$ cat config.mk
export PLATFORM = sky130hd
export DESIGN_NAME = pmrp_port
export DESIGN_NICKNAME = d
export VERILOG_FILES = /design/src/pmrp_pkg.sv /design/src/pmrp_clkgen.sv /design/src/pmrp_port.sv /design/src/pmrp_sync.sv
export VERILOG_INCLUDE_DIRS = /design/src
export SDC_FILE = /design/constraint.sdc
export NUM_CORES = 1
export LEC_CHECK = 0
export BUFFER_PORTS_ARGS = -buffer_cell sky130_fd_sc_hd__buf_2
export CORE_MARGIN = 2
export CORE_UTILIZATION = 55
export CTS_CLUSTER_SIZE = 40
export DETAILED_ROUTE_END_ITERATION = 12
export GPL_ROUTABILITY_DRIVEN = 0
export PLACE_DENSITY_LB_ADDON = 0.2
export SYNTH_ARGS = -nofsm -noshare
export SYNTH_HDL_FRONTEND = slang
export SYNTH_SLANG_ARGS = --single-unit
export TNS_END_PERCENT = 1
$ cat constraint.sdc
create_clock -name mclk -period 6.5 [get_ports mclk]
set_input_delay 1.625 -clock mclk [delete_from_list [all_inputs] [get_ports mclk]]
set_output_delay 1.625 -clock mclk [all_outputs]
set_load 0.005 [all_outputs]
$ cat src/pmrp_regs.svh
`ifndef PMRP_REGS_SVH
`define PMRP_REGS_SVH
`define PMRP_ADR_CTRL 8'h00
`define PMRP_ADR_STAT 8'h04
`define PMRP_ADR_IRQ_STAT 8'h08
`define PMRP_ADR_IRQ_MASK 8'h0c
`define PMRP_CTRL_SPEED100 0
`define PMRP_CTRL_SYMBOL 1
`define PMRP_CTRL_RST 2'h1
`define PMRP_STAT_RMII 0
`define PMRP_STAT_IRQ_SEL 1
`define PMRP_STAT_MODE_LO 2
`define PMRP_STAT_TX_BUSY 5
`define PMRP_STAT_RX_BUSY 6
`define PMRP_IRQ_W 4
`define PMRP_IRQ_TX_START 0
`define PMRP_IRQ_TX_ERR 1
`define PMRP_IRQ_RX_ERR 2
`define PMRP_IRQ_RX_END 3
`define PMRP_MODE_RST 3'h7
`define PMRP_TXCLK_100_KHZ 25000
`define PMRP_TXCLK_10_KHZ 2500
`define PMRP_DIV_10M (`PMRP_TXCLK_100_KHZ / `PMRP_TXCLK_10_KHZ)
`define PMRP_CODE_H 5'h04
`define PMRP_SFD 8'hd5
`endif

$ cat src/pmrp_pkg.sv
package pmrp_pkg;
  typedef enum logic [1:0] {
    TX_IDLE = 2'b01,
    TX_SEND = 2'b10
  } pmrp_tx_st_t;
  typedef enum logic [2:0] {
    RX_IDLE = 3'b001,
    RX_WAIT_SFD = 3'b010,
    RX_DATA = 3'b100
  } pmrp_rx_st_t;
endpackage

$ cat src/pmrp_clkgen.sv
`timescale 1ns/1ns
`include "pmrp_regs.svh"
module pmrp_clkgen #(
  parameter int DIV_10M = `PMRP_DIV_10M
) (
  // Clock and reset
  input wire logic mclk,
  input wire logic srst,
  // Synchronised reference and rate select
  input wire logic ref_lvl,
  input wire logic slow,
  // Edges and generated clock
  output logic ref_rise,
  output logic ref_fall,
  output logic clk_out,
  output logic clk_rise,
  output logic clk_fall
);
  localparam int HALF = DIV_10M / 2;

  generate
    if (DIV_10M < 2 || DIV_10M % 2 != 0 || HALF > 256) begin : g_bad
      $error("pmrp_clkgen: DIV_10M must be even, 2 to 512");
    end
  endgenerate

  logic ref_q;
  logic clk_q;
  logic [7:0] cnt;
  wire cnt_wrap = (cnt == 8'(HALF - 1));
  wire next_clk = slow ? ((ref_rise && cnt_wrap) ? ~clk_out : clk_out) : ref_lvl;

  assign ref_rise = ref_lvl & ~ref_q;
  assign ref_fall = ~ref_lvl & ref_q;
  assign clk_rise = clk_out & ~clk_q;
  assign clk_fall = ~clk_out & clk_q;

  always_ff @(posedge mclk) begin
    if (srst) begin
      ref_q <= 1'b0;
      clk_q <= 1'b0;
      clk_out <= 1'b0;
      cnt <= 8'h00;
    end else begin
      ref_q <= ref_lvl;
      clk_q <= clk_out;
      clk_out <= next_clk;
      if (ref_rise) begin
        cnt <= cnt_wrap ? 8'h00 : cnt + 8'h01;
      end
    end
  end
endmodule // pmrp_clkgen

$ cat src/pmrp_port.sv
// Implementation choices: the placing of the registers and the Wishbone slave port.
`timescale 1ns/1ns
`include "pmrp_regs.svh"
module pmrp_port
  import pmrp_pkg::*;
#(
  parameter int DIV_10M = `PMRP_DIV_10M
) (
  // Clock and reset
  input wire logic mclk,
  input wire logic srst,
  // Wishbone slave
  input wire logic wb_cyc_i,
  input wire logic wb_stb_i,
  input wire logic wb_we_i,
  input wire logic [3:0] wb_sel_i,
  input wire logic [7:0] wb_adr_i,
  input wire logic [31:0] wb_dat_i,
  output logic [31:0] wb_dat_o,
  output logic wb_ack_o,
  output logic irq,
  // Reference clock and external reset pins
  input wire logic ref_clk,
  input wire logic ext_reset_n,
  // MAC transmit pins and MII clocks
  input wire logic [3:0] txd,
  input wire logic tx_en,
  output logic tx_clk,
  output logic rx_clk,
  // Shared interrupt / transmit error pin
  input wire logic shared_pin_in,
  output logic shared_pin_out,
  output logic shared_pin_oe,
  // Receive pins
  input wire logic [3:0] rxd_in,
  output logic [3:0] rxd_out,
  output logic [3:0] rxd_oe,
  output logic rx_dv,
  output logic rx_er,
  input wire logic col_in,
  output logic col_out,
  output logic col_oe,
  // Line side of the transceiver core
  output logic [4:0] tx_line_data,
  output logic tx_line_en,
  input wire logic rx_line_valid,
  input wire logic [4:0] rx_line_sym,
  input wire logic rx_line_err,
  input wire logic line_col
);
  function automatic logic [4:0] enc_4b5b(input logic [3:0] n);
    case (n)
      4'h0: enc_4b5b = 5'h1e;
      4'h1: enc_4b5b = 5'h09;
      4'h2: enc_4b5b = 5'h14;
      4'h3: enc_4b5b = 5'h15;
      4'h4: enc_4b5b = 5'h0a;
      4'h5: enc_4b5b = 5'h0b;
      4'h6: enc_4b5b = 5'h0e;
      4'h7: enc_4b5b = 5'h0f;
      4'h8: enc_4b5b = 5'h12;
      4'h9: enc_4b5b = 5'h13;
      4'ha: enc_4b5b = 5'h16;
      4'hb: enc_4b5b = 5'h17;
      4'hc: enc_4b5b = 5'h1a;
      4'hd: enc_4b5b = 5'h1b;
      4'he: enc_4b5b = 5'h1c;
      default: enc_4b5b = 5'h1d;
    endcase
  endfunction

  // Returns {invalid, nibble}
  function automatic logic [4:0] dec_5b4b(input logic [4:0] s);
    case (s)
      5'h1e: dec_5b4b = 5'h00;
      5'h09: dec_5b4b = 5'h01;
      5'h14: dec_5b4b = 5'h02;
      5'h15: dec_5b4b = 5'h03;
      5'h0a: dec_5b4b = 5'h04;
      5'h0b: dec_5b4b = 5'h05;
      5'h0e: dec_5b4b = 5'h06;
      5'h0f: dec_5b4b = 5'h07;
      5'h12: dec_5b4b = 5'h08;
      5'h13: dec_5b4b = 5'h09;
      5'h16: dec_5b4b = 5'h0a;
      5'h17: dec_5b4b = 5'h0b;
      5'h1a: dec_5b4b = 5'h0c;
      5'h1b: dec_5b4b = 5'h0d;
      5'h1c: dec_5b4b = 5'h0e;
      5'h1d: dec_5b4b = 5'h0f;
      default: dec_5b4b = 5'h10;
    endcase
  endfunction

  // Pin synchronisers
  logic [12:0] syn;
  wire rst_s = syn[12];
  wire ref_s = syn[11];
  wire col_s = syn[10];
  wire pin1_s = syn[9];
  wire tx_en_s = syn[8];
  wire [3:0] txd_s = syn[7:4];
  wire [3:0] rxd_s = syn[3:0];

  pmrp_sync #(.W(13)) u_sync (
    .mclk(mclk),
    .srst(srst),
    .d({ext_reset_n, ref_clk, col_in, shared_pin_in, tx_en, txd, rxd_in}),
    .q(syn)
  );

  // Registers and strap state
  logic speed100;
  logic sym_mode;
  logic rmii;
  logic irq_sel;
  logic [2:0] mode;
  logic rst_q;
  logic [`PMRP_IRQ_W-1:0] irq_st;
  logic [`PMRP_IRQ_W-1:0] irq_mask;
  pmrp_tx_st_t tx_st;
  pmrp_rx_st_t rx_st;
  logic [7:0] sfd_sh;
  wire rst_rel = rst_s & ~rst_q;

  // Clock generation
  logic ref_fall;
  logic gen_clk;
  logic gen_fall;

  pmrp_clkgen #(.DIV_10M(DIV_10M)) u_clkgen (
    .mclk(mclk),
    .srst(srst),
    .ref_lvl(ref_s),
    .slow(~speed100),
    .ref_rise(),
    .ref_fall(ref_fall),
    .clk_out(gen_clk),
    .clk_rise(),
    .clk_fall(gen_fall)
  );
  assign tx_clk = ~rmii & gen_clk;
  assign rx_clk = ~rmii & gen_clk;
  // Sample mid-period, away from the edge the MAC launches on
  wire smp = rst_s & (rmii ? ref_fall : gen_fall);

  // Transmit path
  wire tx_er_in = ~irq_sel & pin1_s;
  wire [4:0] next_tx_data =
    rmii ? {3'b000, txd_s[1:0]} :
    !speed100 ? {1'b0, txd_s} :
    sym_mode ? {tx_er_in, txd_s} :
    tx_er_in ? `PMRP_CODE_H : enc_4b5b(txd_s);
  wire h_sub = speed100 & ~rmii & ~sym_mode & tx_er_in & tx_en_s;

  always_ff @(posedge mclk) begin
    if (srst || !rst_s) begin
      tx_st <= TX_IDLE;
      tx_line_data <= 5'h00;
      tx_line_en <= 1'b0;
    end else if (smp) begin
      tx_line_en <= tx_en_s;
      tx_line_data <= tx_en_s ? next_tx_data : 5'h00;
      case (tx_st)
        TX_IDLE: tx_st <= tx_en_s ? TX_SEND : TX_IDLE;
        TX_SEND: tx_st <= tx_en_s ? TX_SEND : TX_IDLE;
        default: tx_st <= TX_IDLE;
      endcase
    end
  end

  // Receive path
  wire [4:0] dec = dec_5b4b(rx_line_sym);
  wire rmii10 = rmii & ~speed100;
  wire rx_pass = (rx_st == RX_DATA) || (rx_st == RX_IDLE && !rmii10);
  wire [7:0] next_sfd_sh = {rx_line_sym[1:0], sfd_sh[7:2]};
  wire rx_err_now = rx_line_valid & (rx_line_err | (speed100 & ~rmii & dec[4]));
  wire [3:0] next_rxd =
    !rx_line_valid || !rx_pass ? 4'h0 :
    rmii ? {2'b00, rx_line_sym[1:0]} :
    (sym_mode || !speed100) ? rx_line_sym[3:0] : dec[3:0];
  wire next_rx_er = (!rmii && sym_mode) ? rx_line_sym[4] : rx_err_now;

  always_ff @(posedge mclk) begin
    if (srst || !rst_s) begin
      rx_st <= RX_IDLE;
      sfd_sh <= 8'h00;
      rxd_out <= 4'h0;
      rx_dv <= 1'b0;
      rx_er <= 1'b0;
      col_out <= 1'b0;
    end else if (smp) begin
      rxd_out <= next_rxd;
      rx_dv <= ~rmii & rx_line_valid;
      rx_er <= next_rx_er;
      col_out <= rmii ? rx_line_valid : line_col;
      sfd_sh <= next_sfd_sh;
      case (rx_st)
        RX_IDLE:
          if (rx_line_valid) begin
            rx_st <= rmii10 ? RX_WAIT_SFD : RX_DATA;
          end
        RX_WAIT_SFD:
          if (!rx_line_valid) begin
            rx_st <= RX_IDLE;
          end else if (next_sfd_sh == `PMRP_SFD) begin
            rx_st <= RX_DATA;
          end
        RX_DATA:
          if (!rx_line_valid) begin
            rx_st <= RX_IDLE;
          end
        default: rx_st <= RX_IDLE;
      endcase
    end
  end

  // Straps and pin enables
  always_ff @(posedge mclk) begin
    if (srst) begin
      rst_q <= 1'b0;
      rmii <= 1'b0;
      irq_sel <= 1'b1;
      mode <= `PMRP_MODE_RST;
      rxd_oe <= 4'h0;
      col_oe <= 1'b0;
    end else begin
      rst_q <= rst_s;
      rxd_oe <= {4{rst_s}};
      col_oe <= rst_s;
      if (rst_rel) begin
        rmii <= col_s;
        irq_sel <= rxd_s[3];
        mode <= rxd_s[2:0];
      end
    end
  end

  // Open-drain interrupt on the shared pin
  wire irq_out_n = ~(irq_sel & irq & rst_s);
  assign shared_pin_out = 1'b0;
  assign shared_pin_oe = ~irq_out_n;

  // Register bus
  wire wb_req = wb_cyc_i & wb_stb_i & ~wb_ack_o;
  wire wb_wr = wb_req & wb_we_i & wb_sel_i[0];
  wire hit_ctrl = (wb_adr_i == `PMRP_ADR_CTRL);
  wire hit_stat = (wb_adr_i == `PMRP_ADR_STAT);
  wire hit_ist = (wb_adr_i == `PMRP_ADR_IRQ_STAT);
  wire hit_imask = (wb_adr_i == `PMRP_ADR_IRQ_MASK);
  wire [6:0] stat_word = {rx_st != RX_IDLE, tx_st != TX_IDLE, mode, irq_sel, rmii};
  wire [`PMRP_IRQ_W-1:0] ev;
  wire [`PMRP_IRQ_W-1:0] ist_clr = (wb_wr && hit_ist) ? wb_dat_i[`PMRP_IRQ_W-1:0] : '0;
  wire [`PMRP_IRQ_W-1:0] next_irq_st = (irq_st & ~ist_clr) | ev;
  logic [31:0] next_rdata;

  assign ev[`PMRP_IRQ_TX_START] = smp & tx_en_s & (tx_st == TX_IDLE);
  assign ev[`PMRP_IRQ_TX_ERR] = smp & h_sub;
  assign ev[`PMRP_IRQ_RX_ERR] = smp & rx_err_now & ~(~rmii & sym_mode);
  assign ev[`PMRP_IRQ_RX_END] = smp & ~rx_line_valid & (rx_st != RX_IDLE);
  assign irq = |(irq_st & irq_mask);

  always_comb begin
    if (hit_ctrl) begin
      next_rdata = {30'h0, sym_mode, speed100};
    end else if (hit_stat) begin
      next_rdata = {25'h0, stat_word};
    end else if (hit_ist) begin
      next_rdata = {28'h0, irq_st};
    end else if (hit_imask) begin
      next_rdata = {28'h0, irq_mask};
    end else begin
      next_rdata = 32'h0;
    end
  end

  always_ff @(posedge mclk) begin
    if (srst) begin
      wb_ack_o <= 1'b0;
      wb_dat_o <= 32'h0;
      speed100 <= 1'(`PMRP_CTRL_RST);
      sym_mode <= 1'b0;
      irq_st <= '0;
      irq_mask <= '0;
    end else begin
      wb_ack_o <= wb_req;
      irq_st <= next_irq_st;
      if (wb_req) begin
        wb_dat_o <= next_rdata;
      end
      if (wb_wr && hit_ctrl) begin
        speed100 <= wb_dat_i[`PMRP_CTRL_SPEED100];
        sym_mode <= wb_dat_i[`PMRP_CTRL_SYMBOL];
      end
      if (wb_wr && hit_imask) begin
        irq_mask <= wb_dat_i[`PMRP_IRQ_W-1:0];
      end
    end
  end
endmodule // pmrp_port

$ cat src/pmrp_sync.sv
`timescale 1ns/1ns
module pmrp_sync #(
  parameter int W = 1
) (
  // Clock and reset
  input wire logic mclk,
  input wire logic srst,
  // Levels
  input wire logic [W-1:0] d,
  output logic [W-1:0] q
);
  logic [W-1:0] meta;

  always_ff @(posedge mclk) begin
    if (srst) begin
      meta <= '0;
      q <= '0;
    end else begin
      meta <= d;
      q <= meta;
    end
  end
endmodule // pmrp_sync
* After elaboration in Yosys (flattened, before gate mapping) *
Memory sizes are Yosys's and may differ from the RTL's. A register that Yosys moved wholly into a read port is not among the register bits.
Cells that the tools add are included.

storage, ports and cells
  bits in registers = 113
  memory bits (read-only) = 240
  bits of input ports = 70
  memories = 2

memories
  name              depth  bits a word  rd ports  clocked after Yosys merged registers in  wr ports  RTL line         RTL
  (name not given)  32     5            1         0                                        0         pmrp_port.sv:74  case (s)
  (name not given)  16     5            1         1                                        0         pmrp_port.sv:52  case (n)

operators by class
  add/sub/neg operators = 1
  equal/unequal tests = 15
  mux-type cells = 28
  bitwise gates (word level) = 45
  reduce and logical (&&, ||, !) cells = 21

operators by type and width
  cell                                            count
  AND 1 bit                                       29
  2-to-1 mux 4 bit                                7
  2-to-1 mux 5 bit                                5
  == test 8 x 3 -> 1 bit (second input constant)  2
  == test 8 x 4 -> 1 bit (second input constant)  2
  2-to-1 mux 3 bit                                5
  2-to-1 mux 7 bit                                2
  inverter 1 bit                                  11
  one-hot mux 3 bit (3 select lines)              1
  adder 8 x 1 -> 8 bit (second input constant)    1
  AND 4 bit                                       2
  == test 8 bit (second input constant)           1
  zero test 8 bit                                 1
  2-to-1 mux 8 bit                                1
  logical AND 1 bit                               6
  zero test 1 bit                                 6
  2-to-1 mux 1 bit                                5
  logical OR 1 bit                                4
  2-to-1 mux 2 bit                                2
  inequality test 2 bit (second input constant)   2
  inverter 4 bit                                  1
  OR 4 bit                                        1
  AND reduction 4 bit                             1
  OR reduction 4 bit                              1
  other kinds (11)                                11

* Depth between registers and ports, before layout *
  depth after elaboration = 9
  depth in mapped cells = 7
  mapped depth without buffers = 6

* Cells and area by module *
Synthesis repeated with hierarchy kept, for this count alone.

unflattened totals
  cells, all modules = 439
  area, all modules = 4015.1 um^2

modules (own cells, without submodules)
  module       instances  cells an instance  area each (um^2)  sequential area each (um^2)
  pmrp_port    1          321                2748.9            960.9
  pmrp_sync    1          54                 700.7             520.5
  pmrp_clkgen  1          64                 565.5             220.2

* Worst setup path after synthesis *
No wires, ideal clock.

  path kind = input -> register
  start = input rx_line_sym[1]
  end = register rx_er
  library setup time = 0.126 ns
  arrival = 3.083 ns
  data required time = 6.374 ns
  path slack = 3.291 ns
  cell stages on the path = 7
  cell sequence = clkbuf_1 inv_1 ha_1 or4b_2 o2111ai_1 a41o_1 a31oi_1

between the ends
  cells in the longest elaborated chain, start to end = 5

RTL lines
  what                  RTL line          RTL
  from (decl)           pmrp_port.sv:47   input wire logic [4:0] rx_line_sym,
  memory (32 x 5 bit)   n/a
  AND 1 bit             pmrp_port.sv:177  wire rx_err_now = rx_line_valid & (rx_line_err | (speed100 & ~rmii & dec[4]));
  OR 1 bit              pmrp_port.sv:177
  AND 1 bit             pmrp_port.sv:177
  2-to-1 mux 1 bit      pmrp_port.sv:182  wire next_rx_er = (!rmii && sym_mode) ? rx_line_sym[4] : rx_err_now;
  to (signal assigned)  pmrp_port.sv:195  rx_er <= next_rx_er;
  to (decl)             pmrp_port.sv:39   output logic rx_er,

Every way passes these cells.
A chain may end at the register's enable or synchronous reset.

* Final worst setup path *
  start = input srst
  end = register tx_line_data[2]

between the ends
  cells in the longest elaborated chain, start to end = 1

RTL lines
  what                  RTL line          RTL
  from (decl)           pmrp_port.sv:11   input wire logic srst,
  logical OR 1 bit      pmrp_port.sv:157  if (srst || !rst_s) begin
  to (signal assigned)  pmrp_port.sv:163  tx_line_data <= tx_en_s ? next_tx_data : 5'h00;
  to (decl)             pmrp_port.sv:44   output logic [4:0] tx_line_data,

Every way passes these cells.

==> results_dict.tcl <==
set metrics [dict create \
    grt_max_degree 52 \
    m1WireLength_um 3517 \
    vdd_drop_max_uv 136.4 \
    area_delta_synth_final_pct 11.05 \
    antenna_cells 0 \
    fin_tns_setup_ns 0 \
    clockBufferDepth 2 \
    period_minus_slack_ns 3.630 \
    dr.max_layer_used "met4" \
    rrSetupSlack_ns 4.29 \
    yosysSeqAreaShare 0.4507 \
    clock-sinks 90 \
    status "finished, final reports clean" \
    drt_first_pass_iters 4 \
    grt_pass1_vias 2734 \
    dp.cells 581 \
    cts_hold_buf 0 \
    final_cell_area_sq_um 4439 \
    dp_hpwl_um 5483 \
    postRouteAntennaNets 0 \
    syn-cell-area_sq_um 3998 \
    setup_ws_ns 2.870 \
    final_layout_size_suffix_gt1_frac 0.1932 \
    port_buffers 68 \
    numCtsBuffers 9 \
    synth_area_leaders "dfxtp_1 (45%), nor2b_1 (5.9%), buf_4 (5.8%)" \
    worstReg2RegEnd "rx_st[2]" \
    die-area_sq_um 7966 \
    p_leak_nw 1.863 \
    worstPathRequired_ns 6.71 \
    syn_avg_cell_area_sq_um 9.085 \
    fin_skew_ns 0.005959 \
    final_common_cell "dfxtp_1" \
    cts_resized 0 \
    wirelength_um 7812 \
    drt_iter0_drc 189 \
    cts-root-buf "clkbuf_8" \
    r2r_cells 4 \
    synth_top_area_frac 0.4507 \
    worst_ep_arrival_time_ns 3.84 \
    setup_viol 0 \
    cts_tree "yes" \
    finalMaxSlewViolations 0 \
    clk_pin_slew_worst_paths_ns 0.08 \
    dpl-instance-area_sq_um 4247 \
    synthFlopType "dfxtp_1" \
    max_freq_mhz 275.5 \
    power_mw 1.006 \
    post-route-util 0.6220 \
    vias_per_cell 5.193 \
    worstSetupStartpointType "input pin" \
    final_cells 596 \
    synth_area_leader_cell "dfxtp_1" \
    nFillCells 647 \
    coreArea_sq_um 7137 \
    worstReg2RegStart "rmii" \
    holdPathEnd "u_sync.q[12]" \
    dp_slack_ns 2.493 \
    die_x_um 89.26 \
    synth-edff-count 0 \
    grtUsageTotal 0.2057 \
    worstSetupPathType "in2reg" \
    hold-worst-slack_ns 0.4392 \
    met3WireLength_um 443 \
    ys_ff_latch 90 \
    grt_overflow 0 \
    wl_met2_um 3783 \
    grt_pass1_wl_um 12610 \
    row_count 31 \
    hold_class "reg2reg" \
    synth_cell_types 60 \
    crit_start "srst" \
    ys_async_sr_fraction 0 \
    min_period_over_period 0.5584 \
    nets 569 \
    antenna_found_initial 0 \
    syn-instance-count 440 \
    relSlewSlack 0.4224 \
    die_y_um 89.26 \
    most-common-layout-cells "dfxtp_1 (90), buf_2 (68), nor2_1 (39)" \
    p_per_area_nw_per_um2 226.6 \
    initial_core_util 0.5601 \
    routedWlPerCell_um 13.11 \
    drv_cap 0 \
    clkLatencyLatePin_ns 0.35 \
    htree_levels 3 \
    hold_viol 0 \
    via_count 3095 \
    worstMarginPinSlew_ns 0.8664 \
    yosys_warnings 0 \
    endpoint_kind "register" \
    rsz0062_at_grt "no" \
    io_pins 126 \
    post-route-drc-count 0 \
    worstHoldStart "u_sync.meta[12]" \
    worstHoldPathCells 1 \
    critPathMaxFanout 51 \
    post_cts_buffers 0 \
]
layout make-up:
| type | count | area (sq um) | area share |
|---|---|---|---|
| multi-input combinational | 307 | 1913 | 0.4309 |
| sequential | 90 | 1802 | 0.4059 |
| timing repair buffer | 69 | 347.8 | 0.07835 |
| clock buffer | 10 | 137.6 | 0.03100 |
| tap | 99 | 123.9 | 0.02790 |
| inverter | 16 | 60.06 | 0.01353 |
| clock inverter | 5 | 55.05 | 0.01240 |
registers in the layout, indices dropped and copies added, names as in the netlist, 2 cells and up, named ones only:
| name | count |
|---|---|
| u_clkgen.cnt | 8 |
| u_sync.meta | 13 |
| irq_st | 4 |
| u_sync.q | 13 |
| rxd_out | 4 |
| wb_dat_o | 7 |
| irq_mask | 4 |
| mode | 3 |
| tx_line_data | 5 |
| sfd_sh | 6 |
| rx_st | 3 |
| tx_st | 2 |
per-layer routing:
metal / up-vias / global-route usage
li1: 1564 / -
met1: 1429 / 0.2654
met2: 96 / 0.3340
met3: 6 / 0.04986
met4: 0 / 0.07870
met5: - / 0
worst max-delay path, cell delays in order:
cell and delay, ns:
buf_2 0.64, nand2b_1 0.77, clkinv_1 0.51, nand3_1 0.21, o41ai_1 0.08
worst max path at each step:
stage,to,slack (ns),depth (start not counted)
after floorplan,rx_er,3.29,7
after global placement,tx_line_data[3],2.53,5
after detailed placement,tx_line_data[2],2.49,5
after CTS,tx_line_data[2],2.86,5
after global routing,tx_line_data[2],2.63,5
final,tx_line_data[2],2.87,5
Yosys cell counts, types with 3 or more instances:
cell type  count
nand4_1        6
nand3_1       13
o31ai_1        4
dfxtp_1       90
nand2_1       34
nand2b_1      10
mux2i_1       13
ha_1           6
o21ai_0       15
nor2b_1       38
xnor2_1        3
and3_1         3
nand4b_1       3
clkbuf_1      15
a22oi_1        7
buf_4         31
or4_4          3
xor2_1         7
nand3b_1       5
inv_1         15
and4b_1        3
buf_2          4
a21oi_1       18
o22ai_1        3
mux2_2         3
nor2_1        39
kinds of logic after synthesis:
kind of cell | synth area share
AND/OR/NAND/NOR | 0.2444
flip-flops | 0.4507
AO/OA/AOI/OAI | 0.1167
buffers and inverters | 0.09421
multiplexers | 0.05227
XOR/XNOR | 0.02191
adder cells (fa/ha/maj) | 0.01878
other | 0.0009381
where the power goes:
group          switching, mW  internal [mW]
Clock                  0.187          0.185
Combinational         0.0367         0.0285
Sequential           0.00649          0.563
(Power assumes the default switching activity.)
